===== src/inc/csm_pkg.sv =====
// Purpose: Shared constants and carriers for the cyclic/step-direction front end
// Assumes: 10 MHz clock, one clock domain
// Notes:   Offsets of fields in the status word and mode codes live here
package csm_pkg;
  // Mode selection codes, 8-bit view
  localparam logic [7:0] MODE_CSV     = 8'h09;
  localparam logic [7:0] MODE_CST     = 8'h0a;
  localparam logic [7:0] MODE_STEPDIR = 8'hff;
  // Supported time index, -3 as 8-bit two's complement
  localparam logic [7:0] TIME_INDEX_MS = 8'hfd;
  // Status word bit positions
  localparam int STAT_SYNC_BIT   = 8;
  localparam int STAT_FOLLOW_BIT = 12;
  localparam int STAT_FERR_BIT   = 13;
  // Clock rate and base time
  localparam int CLK_HZ        = 10000000;
  localparam int BASE_TIME_US  = 1000;
  localparam int CYC_PER_MS    = CLK_HZ / 1000000 * BASE_TIME_US;
  // Step scaling defaults
  localparam logic [15:0] STEP_NUM_RST  = 16'h0080;
  localparam logic [15:0] STEP_DEN_RST  = 16'h0001;
  localparam logic [15:0] FULL_STEP     = 16'h0200;
  localparam logic [15:0] HALF_STEP     = 16'h0100;
  localparam logic [3:0]  STEPS_PER_PP  = 4'h4;
  // Reset values
  localparam logic [15:0] PERIOD_RST    = 16'h0001;
  localparam logic [15:0] MS_CNT_RST    = 16'h0000;
  // Pulse subtype codes
  localparam logic SUB_CLK_DIR    = 1'b0;
  localparam logic SUB_SPLIT_PINS = 1'b1;

  // Cyclic setpoint bundle from the fieldbus side
  typedef struct packed {
    logic signed [31:0] targetVel;
    logic signed [31:0] velOffset;
    logic signed [15:0] targetTorque;
    logic signed [15:0] torqueOffset;
    logic        [15:0] maxTorque;
    logic        [15:0] maxCurrent;
  } setpt_s;

  // Mode state, one-hot
  typedef enum logic [3:0] {
    ST_IDLE = 4'b0001,
    ST_CSV  = 4'b0010,
    ST_CST  = 4'b0100,
    ST_STEP = 4'b1000
  } mode_e;
endpackage


===== src/hdl/cyclic_step_modes.sv =====
// Purpose: Cyclic velocity/torque setpoint handling and step/direction input
// Assumes: Inputs synchronous to clk; pulse source meets rate limits
// Notes:   Demand position only moves at cycle boundaries
`timescale 1ns/1ns
// How it works
// - Mode code 9 selects cyclic velocity operation.
// - Mode code 10 selects cyclic torque operation.
// - Mode code 0xFF selects step/direction pulse operation.
// - Control word bits carry no meaning in cyclic modes.
// - Status bit 8 shows fieldbus sync in cyclic modes; 10, 13 reserved.
// - Status bit 12 set while the cyclic target is used.
// - Cycle time is period times 1 ms; only index -3 accepted.
// - Velocity demand is target plus velocity offset.
// - Torque clamped to lesser of max torque and max current.
// - Torque target taken relative to max torque.
// - Torque offset added, one unit meaning a tenth of a percent.
// - Each step pulse moves demand one step in direction sense.
// - Pulses summed per cycle, applied once per cycle.
// - Each pulse scaled by numerator over denominator, default 128/1.
// - Step mode overrides flexible pin setup for clock and direction.
// - Closed-loop step mode flags following error past window timeout.
// - Subtype 0 takes steps from clock, sense from direction.
// - Subtype 1 takes sense from which input carries pulses.
// - Brushless motors counted as four full steps per pole pair.
module cyclic_step_modes (
  // Clock and reset
  input  wire logic                clk,
  input  wire logic                rst_b,
  // Mode and cycle configuration
  input  wire logic [7:0]          modeSel,
  input  wire logic [15:0]         interpPeriod,
  input  wire logic [7:0]          timeIndex,
  input  wire logic                fieldbusSync,
  input  wire logic                targetValid,
  input  wire logic [15:0]         controlWord,
  // Cyclic setpoints
  input  wire csm_pkg::setpt_s     setpt,
  // Step/direction pins and scaling
  input  wire logic                pulseSubtype,
  input  wire logic                clockwisePulseInput,
  input  wire logic                directionInput,
  input  wire logic                counterclockwisePulseInput,
  input  wire logic [15:0]         stepNum,
  input  wire logic [15:0]         stepDen,
  input  wire logic [7:0]          polePairs,
  // Closed-loop following error supervision
  input  wire logic                closedLoop,
  input  wire logic signed [31:0]  actualPos,
  input  wire logic [31:0]         ferrWindow,
  input  wire logic [15:0]         ferrTimeoutMs,
  // Flexible pin configuration from user
  input  wire logic [1:0]          userAltMask,
  // Outputs
  output logic [15:0]              statusWord,
  output logic signed [31:0]       velDemand,
  output logic signed [15:0]       torqueDemand,
  output logic signed [31:0]       demandPos,
  output logic                     cycleTick,
  output logic [1:0]               pinAltMask,
  output logic [15:0]              stepsPerRev,
  output logic                     timeIndexErr
);

  csm_pkg::mode_e     mode_ff;
  csm_pkg::mode_e     nxt_mode;
  logic [15:0]        msCnt_ff;
  logic [15:0]        perCnt_ff;
  logic               msTick;
  logic               clkPrev_ff;
  logic               counterclockwisePrev_ff;
  logic signed [31:0] accum_ff;
  logic signed [1:0]  stepDelta;
  logic [15:0]        ferrMs_ff;
  logic signed [31:0] posErr;
  logic               errOut;
  logic signed [31:0] trqSum;

  // Unsigned minimum, used for the torque limit
  function automatic logic [15:0] umin(input logic [15:0] a,
                                       input logic [15:0] b);
    umin = (a < b) ? a : b;
  endfunction

  // Symmetric clamp of a signed value to +/- lim
  function automatic logic signed [31:0] clampS(input logic signed [31:0] v,
                                                input logic [15:0] lim);
    logic signed [31:0] l;
    l = $signed({16'h0000, lim});
    if (v > l) clampS = l;
    else if (v < -l) clampS = -l;
    else clampS = v;
  endfunction

  // Mode decode; control word is never looked at here
  always_comb begin
    case (modeSel)
      csm_pkg::MODE_CSV:     nxt_mode = csm_pkg::ST_CSV;
      csm_pkg::MODE_CST:     nxt_mode = csm_pkg::ST_CST;
      csm_pkg::MODE_STEPDIR: nxt_mode = csm_pkg::ST_STEP;
      default:               nxt_mode = csm_pkg::ST_IDLE;
    endcase
  end

  always_ff @(posedge clk) begin
    if (!rst_b) mode_ff <= csm_pkg::ST_IDLE;
    else mode_ff <= nxt_mode;
  end

  // Millisecond base enable
  assign msTick = (msCnt_ff == 16'(csm_pkg::CYC_PER_MS - 1));
  always_ff @(posedge clk) begin
    if (!rst_b) msCnt_ff <= csm_pkg::MS_CNT_RST;
    else if (msTick) msCnt_ff <= csm_pkg::MS_CNT_RST;
    else msCnt_ff <= msCnt_ff + 16'h0001;
  end

  // Cycle counter: period in ms; unsupported index stalls the cycle
  always_ff @(posedge clk) begin
    if (!rst_b) begin
      perCnt_ff <= csm_pkg::MS_CNT_RST;
      cycleTick <= 1'b0;
      timeIndexErr <= 1'b0;
    end else begin
      timeIndexErr <= (timeIndex != csm_pkg::TIME_INDEX_MS);
      cycleTick <= 1'b0;
      if (timeIndex == csm_pkg::TIME_INDEX_MS && msTick) begin
        if (perCnt_ff + 16'h0001 >= interpPeriod) begin
          perCnt_ff <= csm_pkg::MS_CNT_RST;
          cycleTick <= 1'b1;
        end else begin
          perCnt_ff <= perCnt_ff + 16'h0001;
        end
      end
    end
  end

  // Cyclic velocity; host refreshes target each cycle
  always_ff @(posedge clk) begin
    if (!rst_b) velDemand <= 32'h00000000;
    else if (mode_ff == csm_pkg::ST_CSV && targetValid)
      velDemand <= setpt.targetVel + setpt.velOffset;
    else if (mode_ff != csm_pkg::ST_CSV) velDemand <= 32'h00000000;
  end

  // Cyclic torque: target and offset both in per-mille of max torque
  assign trqSum = 32'(setpt.targetTorque)
                + 32'(setpt.torqueOffset);
  always_ff @(posedge clk) begin
    if (!rst_b) torqueDemand <= 16'h0000;
    else if (mode_ff == csm_pkg::ST_CST && targetValid)
      torqueDemand <= 16'(clampS(trqSum, umin(setpt.maxTorque,
                                              setpt.maxCurrent)));
    else if (mode_ff != csm_pkg::ST_CST) torqueDemand <= 16'h0000;
  end

  // Edge detection of step inputs
  always_ff @(posedge clk) begin
    if (!rst_b) begin
      clkPrev_ff <= 1'b0;
      counterclockwisePrev_ff <= 1'b0;
    end else begin
      clkPrev_ff <= clockwisePulseInput;
      counterclockwisePrev_ff <= counterclockwisePulseInput;
    end
  end

  // Step direction per subtype; both edges at once cancel in split pins
  always_comb begin
    stepDelta = 2'sd0;
    if (pulseSubtype == csm_pkg::SUB_CLK_DIR) begin
      if (clockwisePulseInput && !clkPrev_ff)
        stepDelta = directionInput ? -2'sd1 : 2'sd1;
    end else begin
      if (clockwisePulseInput && !clkPrev_ff)
        stepDelta = stepDelta + 2'sd1;
      if (counterclockwisePulseInput && !counterclockwisePrev_ff)
        stepDelta = stepDelta - 2'sd1;
    end
  end

  // Per-cycle accumulator; pulses on the tick cycle start the next sum
  always_ff @(posedge clk) begin
    if (!rst_b || mode_ff != csm_pkg::ST_STEP) accum_ff <= 32'h00000000;
    else if (cycleTick) accum_ff <= 32'(stepDelta);
    else accum_ff <= accum_ff + 32'(stepDelta);
  end

  // Demand position applied once per cycle, scaled by num/den
  always_ff @(posedge clk) begin
    if (!rst_b) demandPos <= 32'h00000000;
    else if (mode_ff == csm_pkg::ST_STEP && cycleTick && stepDen != 16'h0000)
      demandPos <= demandPos + 32'((accum_ff * $signed({16'h0000, stepNum}))
                                   / $signed({16'h0000, stepDen}));
  end

  // Brushless treated as stepper: 4 full steps per pole pair
  always_ff @(posedge clk) begin
    if (!rst_b) stepsPerRev <= 16'h0000;
    else stepsPerRev <= 16'(polePairs)
                        * 16'(csm_pkg::STEPS_PER_PP);
  end

  // Step mode forces clock and direction alternate functions on
  always_ff @(posedge clk) begin
    if (!rst_b) pinAltMask <= 2'b00;
    else if (mode_ff == csm_pkg::ST_STEP) pinAltMask <= 2'b11;
    else pinAltMask <= userAltMask;
  end

  // Following error timer in ms
  assign posErr = demandPos - actualPos;
  assign errOut = (posErr > $signed(ferrWindow)) ||
                  (posErr < -$signed(ferrWindow));
  always_ff @(posedge clk) begin
    if (!rst_b || !errOut || mode_ff != csm_pkg::ST_STEP)
      ferrMs_ff <= 16'h0000;
    else if (msTick && ferrMs_ff != 16'hffff)
      ferrMs_ff <= ferrMs_ff + 16'h0001;
  end

  // Status word; reserved bits read zero
  always_ff @(posedge clk) begin
    if (!rst_b) statusWord <= 16'h0000;
    else begin
      statusWord <= 16'h0000;
      if (mode_ff == csm_pkg::ST_CSV || mode_ff == csm_pkg::ST_CST) begin
        statusWord[csm_pkg::STAT_SYNC_BIT] <= fieldbusSync;
        statusWord[csm_pkg::STAT_FOLLOW_BIT] <= fieldbusSync
                                                && targetValid;
      end
      if (mode_ff == csm_pkg::ST_STEP)
        statusWord[csm_pkg::STAT_FERR_BIT] <= closedLoop &&
          (ferrMs_ff > ferrTimeoutMs);
    end
  end

  // Rate limits and direction setup time are kept by the pulse source
  // assumed; edge detector needs highs and lows of 1+ cycles

  property p_follow;
    @(posedge clk) disable iff (!rst_b)
      (mode_ff == csm_pkg::ST_CSV && fieldbusSync && targetValid)
      |=> statusWord[csm_pkg::STAT_FOLLOW_BIT];
  endproperty
  a_follow: assert property (p_follow)
    else $error("follow bit low");

  property p_sync;
    @(posedge clk) disable iff (!rst_b)
      (mode_ff == csm_pkg::ST_CST) |=>
      statusWord[csm_pkg::STAT_SYNC_BIT] == $past(fieldbusSync);
  endproperty
  a_sync: assert property (p_sync)
    else $error("sync bit wrong");

  property p_mode_step;
    @(posedge clk) disable iff (!rst_b)
      (modeSel == csm_pkg::MODE_STEPDIR) |=> mode_ff == csm_pkg::ST_STEP;
  endproperty
  a_mode_step: assert property (p_mode_step)
    else $error("no step mode");

  property p_pins;
    @(posedge clk) disable iff (!rst_b)
      (mode_ff == csm_pkg::ST_STEP) |=> pinAltMask == 2'b11;
  endproperty
  a_pins: assert property (p_pins)
    else $error("pins not forced");

  property p_hold;
    @(posedge clk) disable iff (!rst_b)
      !cycleTick |=> $stable(demandPos);
  endproperty
  a_hold: assert property (p_hold)
    else $error("demand moved off cycle");

  property p_vel;
    @(posedge clk) disable iff (!rst_b)
      (mode_ff == csm_pkg::ST_CSV && targetValid) |=>
      velDemand == $past(setpt.targetVel) + $past(setpt.velOffset);
  endproperty
  a_vel: assert property (p_vel)
    else $error("velocity sum wrong");

  property p_tidx;
    @(posedge clk) disable iff (!rst_b)
      (timeIndex != csm_pkg::TIME_INDEX_MS) |=> !cycleTick;
  endproperty
  a_tidx: assert property (p_tidx)
    else $error("tick on bad index");

  property p_trq;
    @(posedge clk) disable iff (!rst_b)
      (mode_ff == csm_pkg::ST_CST) |=>
      ($signed(32'(torqueDemand)) <= $signed({16'h0000,
        umin($past(setpt.maxTorque), $past(setpt.maxCurrent))}));
  endproperty
  a_trq: assert property (p_trq)
    else $error("torque over limit");

  // Following error flag follows the timer once it passes the limit
  property p_ferr;
    @(posedge clk) disable iff (!rst_b)
      (mode_ff == csm_pkg::ST_STEP && closedLoop &&
       ferrMs_ff > ferrTimeoutMs) |=> statusWord[csm_pkg::STAT_FERR_BIT];
  endproperty
  a_ferr: assert property (p_ferr)
    else $error("following error bit low");

  property p_mode_csv;
    @(posedge clk) disable iff (!rst_b)
      (modeSel == csm_pkg::MODE_CSV) |=> mode_ff == csm_pkg::ST_CSV;
  endproperty
  a_mode_csv: assert property (p_mode_csv)
    else $error("no velocity mode");

  property p_mode_cst;
    @(posedge clk) disable iff (!rst_b)
      (modeSel == csm_pkg::MODE_CST) |=> mode_ff == csm_pkg::ST_CST;
  endproperty
  a_mode_cst: assert property (p_mode_cst)
    else $error("no torque mode");

endmodule


===== config.mk =====
export PLATFORM = sky130hd
export DESIGN_NAME = cyclic_step_modes
export DESIGN_NICKNAME = d
export VERILOG_FILES = /design/src/inc/csm_pkg.sv /design/src/hdl/cyclic_step_modes.sv
export SDC_FILE = /design/constraint.sdc
export NUM_CORES = 2
export LEC_CHECK = 0
export BUFFER_PORTS_ARGS = -buffer_cell sky130_fd_sc_hd__buf_4
export CORE_UTILIZATION = 50
export CTS_BUF_LIST = sky130_fd_sc_hd__clkbuf_8 sky130_fd_sc_hd__clkbuf_16
export CTS_CLUSTER_DIAMETER = 30
export DETAILED_ROUTE_END_ITERATION = 7
export MAX_ROUTING_LAYER = met4
export PLACE_DENSITY_LB_ADDON = 0.3
export SYNTH_ARGS = -nofsm -noshare
export SYNTH_HDL_FRONTEND = slang
export SYNTH_SLANG_ARGS = --single-unit

===== constraint.sdc =====
create_clock -name clk -period 170.8 [get_ports clk]
set_clock_uncertainty 0.05 [all_clocks]
set_input_delay 34.16 -clock clk [delete_from_list [all_inputs] [get_ports clk]]
set_output_delay 34.16 -clock clk [all_outputs]
set_load 0.005 [all_outputs]

After elaboration in Yosys (flattened, before gate mapping). Index checks and enable logic that the tools add are counted.

Bits in registers: 202. Output and inout bits: 116.

$add $sub $neg: 11. Multiply operators: 1. Divide/modulo/power cells: 1. Order comparisons: 7. Equality and inequality tests: 13. Multiplexer cells: 18. Bitwise operators: 1. Reduce and logical (&&, ||, !) cells: 26.

Operators by type and width (count): 16-bit two-way mux (6); 32-bit two-way mux (3); 32-bit adder (2); 16-bit by 1-bit adder with 16-bit output (second input constant) (3); 32-bit by 2-bit adder with 32-bit output (1); 32-bit by 17-bit divider with 32-bit output (1); 32-bit greater-than comparator (1); 17-bit by 32-bit less-than comparator with 1-bit output (1); 32-bit less-than comparator (1); 32-bit by 17-bit multiplier with 32-bit output (1); 16-bit negation with 32-bit output (1); 32-bit negation (1); 32-bit subtractor (1); 16-bit by 16-bit adder with 17-bit output (1); 17-bit greater-than comparator (1); 16-bit by 14-bit == test with 1-bit output (second input constant) (1); 8-bit by 4-bit == test with 1-bit output (second input constant) (2); 8-bit == test (second input constant) (2); 16-bit >= comparator (1); 16-bit greater-than comparator (1); 16-bit less-than comparator (1); 16-bit inequality test (second input constant) (1); 16-bit nonzero test (1); 2-bit two-way mux (6); other kinds (17) (37).

Longest topological paths before layout.
Word-level depth: 9. Depth in mapped cells: 569. Depth with buffers taken out: 519.

Worst setup path after synthesis. No wires, ideal clock.

Path kind: input-to-reg. From: input port stepNum[4]. To: register demandPos[31]. Arrival: 142.449 ns. Setup slack: 28.231 ns. Stages on the path: 547. Cell sequence: clkbuf_1 -> buf_1 -> nand2_1 -> fa_1 -> fa_1 -> fa_1 -> inv_1 -> fa_1 -> fa_1 -> inv_1 -> fa_1 -> inv_1 -> ha_1 -> buf_2 -> and4_1 -> a21boi_1 -> a21oi_4 -> o21ai_0 -> (+511 left out) -> a21oi_1 -> o21bai_1 -> a21oi_1 -> o21bai_1 -> a21oi_1 -> o21bai_1 -> a21oi_1 -> nor2b_1 -> o21ai_0 -> nand2b_1 -> a21o_1 -> a21o_1 -> a21o_1 -> a21oi_1 -> xnor2_1 -> xnor2_1 -> or3_1 -> a21oi_1.

Word-level cells in the longest chain between the ends: 3.

Ends and longest elaborated chain: start: declaration (RTL line cyclic_step_modes.sv:43) `input wire logic [15:0] stepNum,`; 32-bit by 17-bit multiplier with 32-bit output (RTL line cyclic_step_modes.sv:192) `demandPos <= demandPos + 32'((accum_ff * $signed({16'h0000, stepNum}))`; 32-bit by 17-bit divider with 32-bit output (RTL line cyclic_step_modes.sv:193) `/ $signed({16'h0000, stepDen}));`; 32-bit adder (RTL line cyclic_step_modes.sv:192); end signal: assignment (RTL line cyclic_step_modes.sv:192); end: declaration (RTL line cyclic_step_modes.sv:57) `output logic signed [31:0] demandPos,`.

Every way passes these cells. A chain may end at the register's enable or synchronous reset.

Final worst setup path. Same ends and word-level chain as after synthesis.

==> results.sh <==
export IMPL_antenna_found_initial=1
export IMPL_die_area_um2=107000
export IMPL_whs_ns=0.414
export IMPL_cap_violations=0
export IMPL_routed_via_count=49900
export IMPL_final_common_cell="ha_1"
export IMPL_status="completed"
export IMPL_final_min_clock_period_ns=154.65
export IMPL_gr_usage_met1=0.335
export IMPL_critPathArrivalTime_ns=155.03
export IMPL_grt_start_max_net_pins=70
export IMPL_die_w_um=327
export IMPL_clk_latency_ns=0.54
export IMPL_synth_ff_type="dfxtp_1"
export IMPL_cts_tree="built"
export IMPL_synth_seq_cells=181
export IMPL_grt_pass1_wl_um=235000
export IMPL_cts_resized_gates=0
export IMPL_core_rowCount=118
export IMPL_grt_use_met3=0.0323
export IMPL_die_h_um=327
export IMPL_clk_pin_slew_ns=0.07
export IMPL_synth_edf_count=0
export IMPL_crit_required_ns=171.19
export IMPL_synth_warnings=0
export IMPL_syn_cell_area_um2=52900
export IMPL_path_delay_family="compound AO/OA/AOI/OAI gates"
export IMPL_crit_top_cell="o21a_1"
export IMPL_tns_ns=0
export IMPL_setup_viol=0
export IMPL_maxSlewViolCount=0
export IMPL_synth_top_area_frac=0.185
export IMPL_worst_pin_slew_ns=1.14
export IMPL_area_growth_pct=8.77
export IMPL_fmax_ghz=0.00647
export IMPL_avgSynthCellArea_um2=7.51
export IMPL_utilization=0.552
export IMPL_synth_distinct_cells=128
export IMPL_first_iter_violations=3078
export IMPL_drive_gt1_frac=0.0950
export IMPL_grt_busiest_layer="met2"
export IMPL_grtUsageMet2=0.455
export IMPL_viasPerCell=5.77
export IMPL_grt_pass1_vias=48600
export IMPL_start_kind="input port"
export IMPL_ys_top_cells_by_area="ha_1, fa_1, dfxtp_1"
export IMPL_first_pass_iters=8
export IMPL_start_util=0.507
export IMPL_post_route_period_util=0.905
export IMPL_synth_yosys_seq_area_share=0.0685
export IMPL_wirelength_um=140000
export IMPL_crit_path_top_delay_cell="o21ai_0"
export IMPL_cts_buffers=17
export IMPL_critPathBufInv=27
export IMPL_syn_inst=7038
export IMPL_async_flop_share=0
export IMPL_cts_setup_buffers=0
export IMPL_globalplace_congestion=0.953
export IMPL_hp_class="reg -> reg"
export IMPL_grt_overflow=0
export IMPL_drcViolationCount=0
export IMPL_layoutNonFillerInstCount=8656
export IMPL_port_buffers=385
export IMPL_io_pins=423
export IMPL_h_tree_depth=4
export IMPL_layout_common_cells="ha_1, inv_1, nand2_1"
export IMPL_finalNetCount=8660
export IMPL_antennaDiodeCount=0
export IMPL_rrSetupSlack_ns=49.22
export IMPL_cpPeakStageDelay_ns=0.86
export IMPL_core_area_um2=104000
export IMPL_final_hold_violation_count=0
export IMPL_dp_hpwl_um=116000
export IMPL_critPathCaptureType="flop"
export IMPL_cp_max_fo=40
export IMPL_clk_path_buf_depth=2
export IMPL_relSlewSlack=0.238
export IMPL_dp_cells=8625
export IMPL_synth_top_area_cell="ha_1"
export IMPL_rsz0062_at_grt="false"
export IMPL_cts_root_buf="clkbuf_16"
export IMPL_cts_hold_buf=0
export IMPL_cts_sinks=181
export IMPL_grt_util_all_layers=0.268
export IMPL_ant_nets=0
export IMPL_path_class="in -> reg"
export IMPL_wire_per_inst_um=16.2
-- final cells by class --
cell class	count	area, µm²
multi-input combinational	5918	45700
timing repair buffer	429	3220
tap	1380	1730
inverter	717	2690
sequential	181	3620
clock buffer	17	425
clock inverter	14	163
fill	10000	46700
-- tightest hold or removal path, stage by stage, from the launching register on --
cell and delay (ns):
dfxtp_1 0.32, nand2_1 0.05, a21oi_1 0.05
-- synth_stat cells, types with 63 or more instances --
cell	count
xnor2_1	346
nor3_1	263
clkbuf_1	177
and3_1	63
mux2i_1	88
a21oi_1	497
nor2_1	628
inv_1	714
nand3_1	102
ha_1	780
xor2_1	147
nand2_1	659
nand2b_1	91
mux2_2	71
o21ai_0	226
o31ai_1	124
dfxtp_1	181
a21o_1	125
nor2b_1	93
o21a_1	255
fa_1	309
and2_1	187
o21bai_1	89
-- kinds of logic (layout without fill, tap and decap cells) --
family / after synthesis / in the layout / share of synthesized area
flops: 181 / 181 / 0.0685
buf+inv: 959 / 1177 / 0.0707
compound gates: 1739 / 1739 / 0.220
mux: 166 / 166 / 0.0336
xor+xnor: 498 / 498 / 0.0835
other cells: 1 / 21 / 0.0000709
fa+ha+maj: 1092 / 1092 / 0.302
simple gates: 2402 / 2402 / 0.221
-- worst paths after layout --
check,startpoint,to,cells after the start
max,stepNum[4],demandPos[31],503
min,velDemand[29],velDemand[29],2
max reg2reg,accum_ff[11],demandPos[31],502
min reg2reg,velDemand[29],velDemand[29],2
-- stage by stage --
| stage | worst slack (ns) | cell area, µm² |
|---|---|---|
| 4_1_cts | 17.65 | 57500 |
| 3_5_place_dp | 17.88 | 56900 |
| 5_1_grt | 7.34 | 57500 |
| 3_3_place_gp | 19.56 | 56900 |
| 2_1_floorplan | 28.23 | 52900 |
| 6_report | 16.15 | 57500 |
-- routing by layer --
layer,up-vias,share of wire
met5,-,0
met2,1319,0.47
met3,206,0.055
met4,0,0.025
met1,23300,0.45
li1,25100,-
-- flip-flops by register name, summed over array words and instances, names as in the netlist --
signal	cells
ferrMs_ff	16
accum_ff	32
statusWord	3
stepsPerRev	8
clkPrev_ff	1
msCnt_ff	16
timeIndexErr	1
counterclockwisePrev_ff	1
torqueDemand	16
perCnt_ff	16
velDemand	32
demandPos	32
cycleTick	1
mode_ff	4
pinAltMask	2
Power is not shown: default switching activity piles up to over one toggle a cycle in this logic, so the estimate is an artifact.
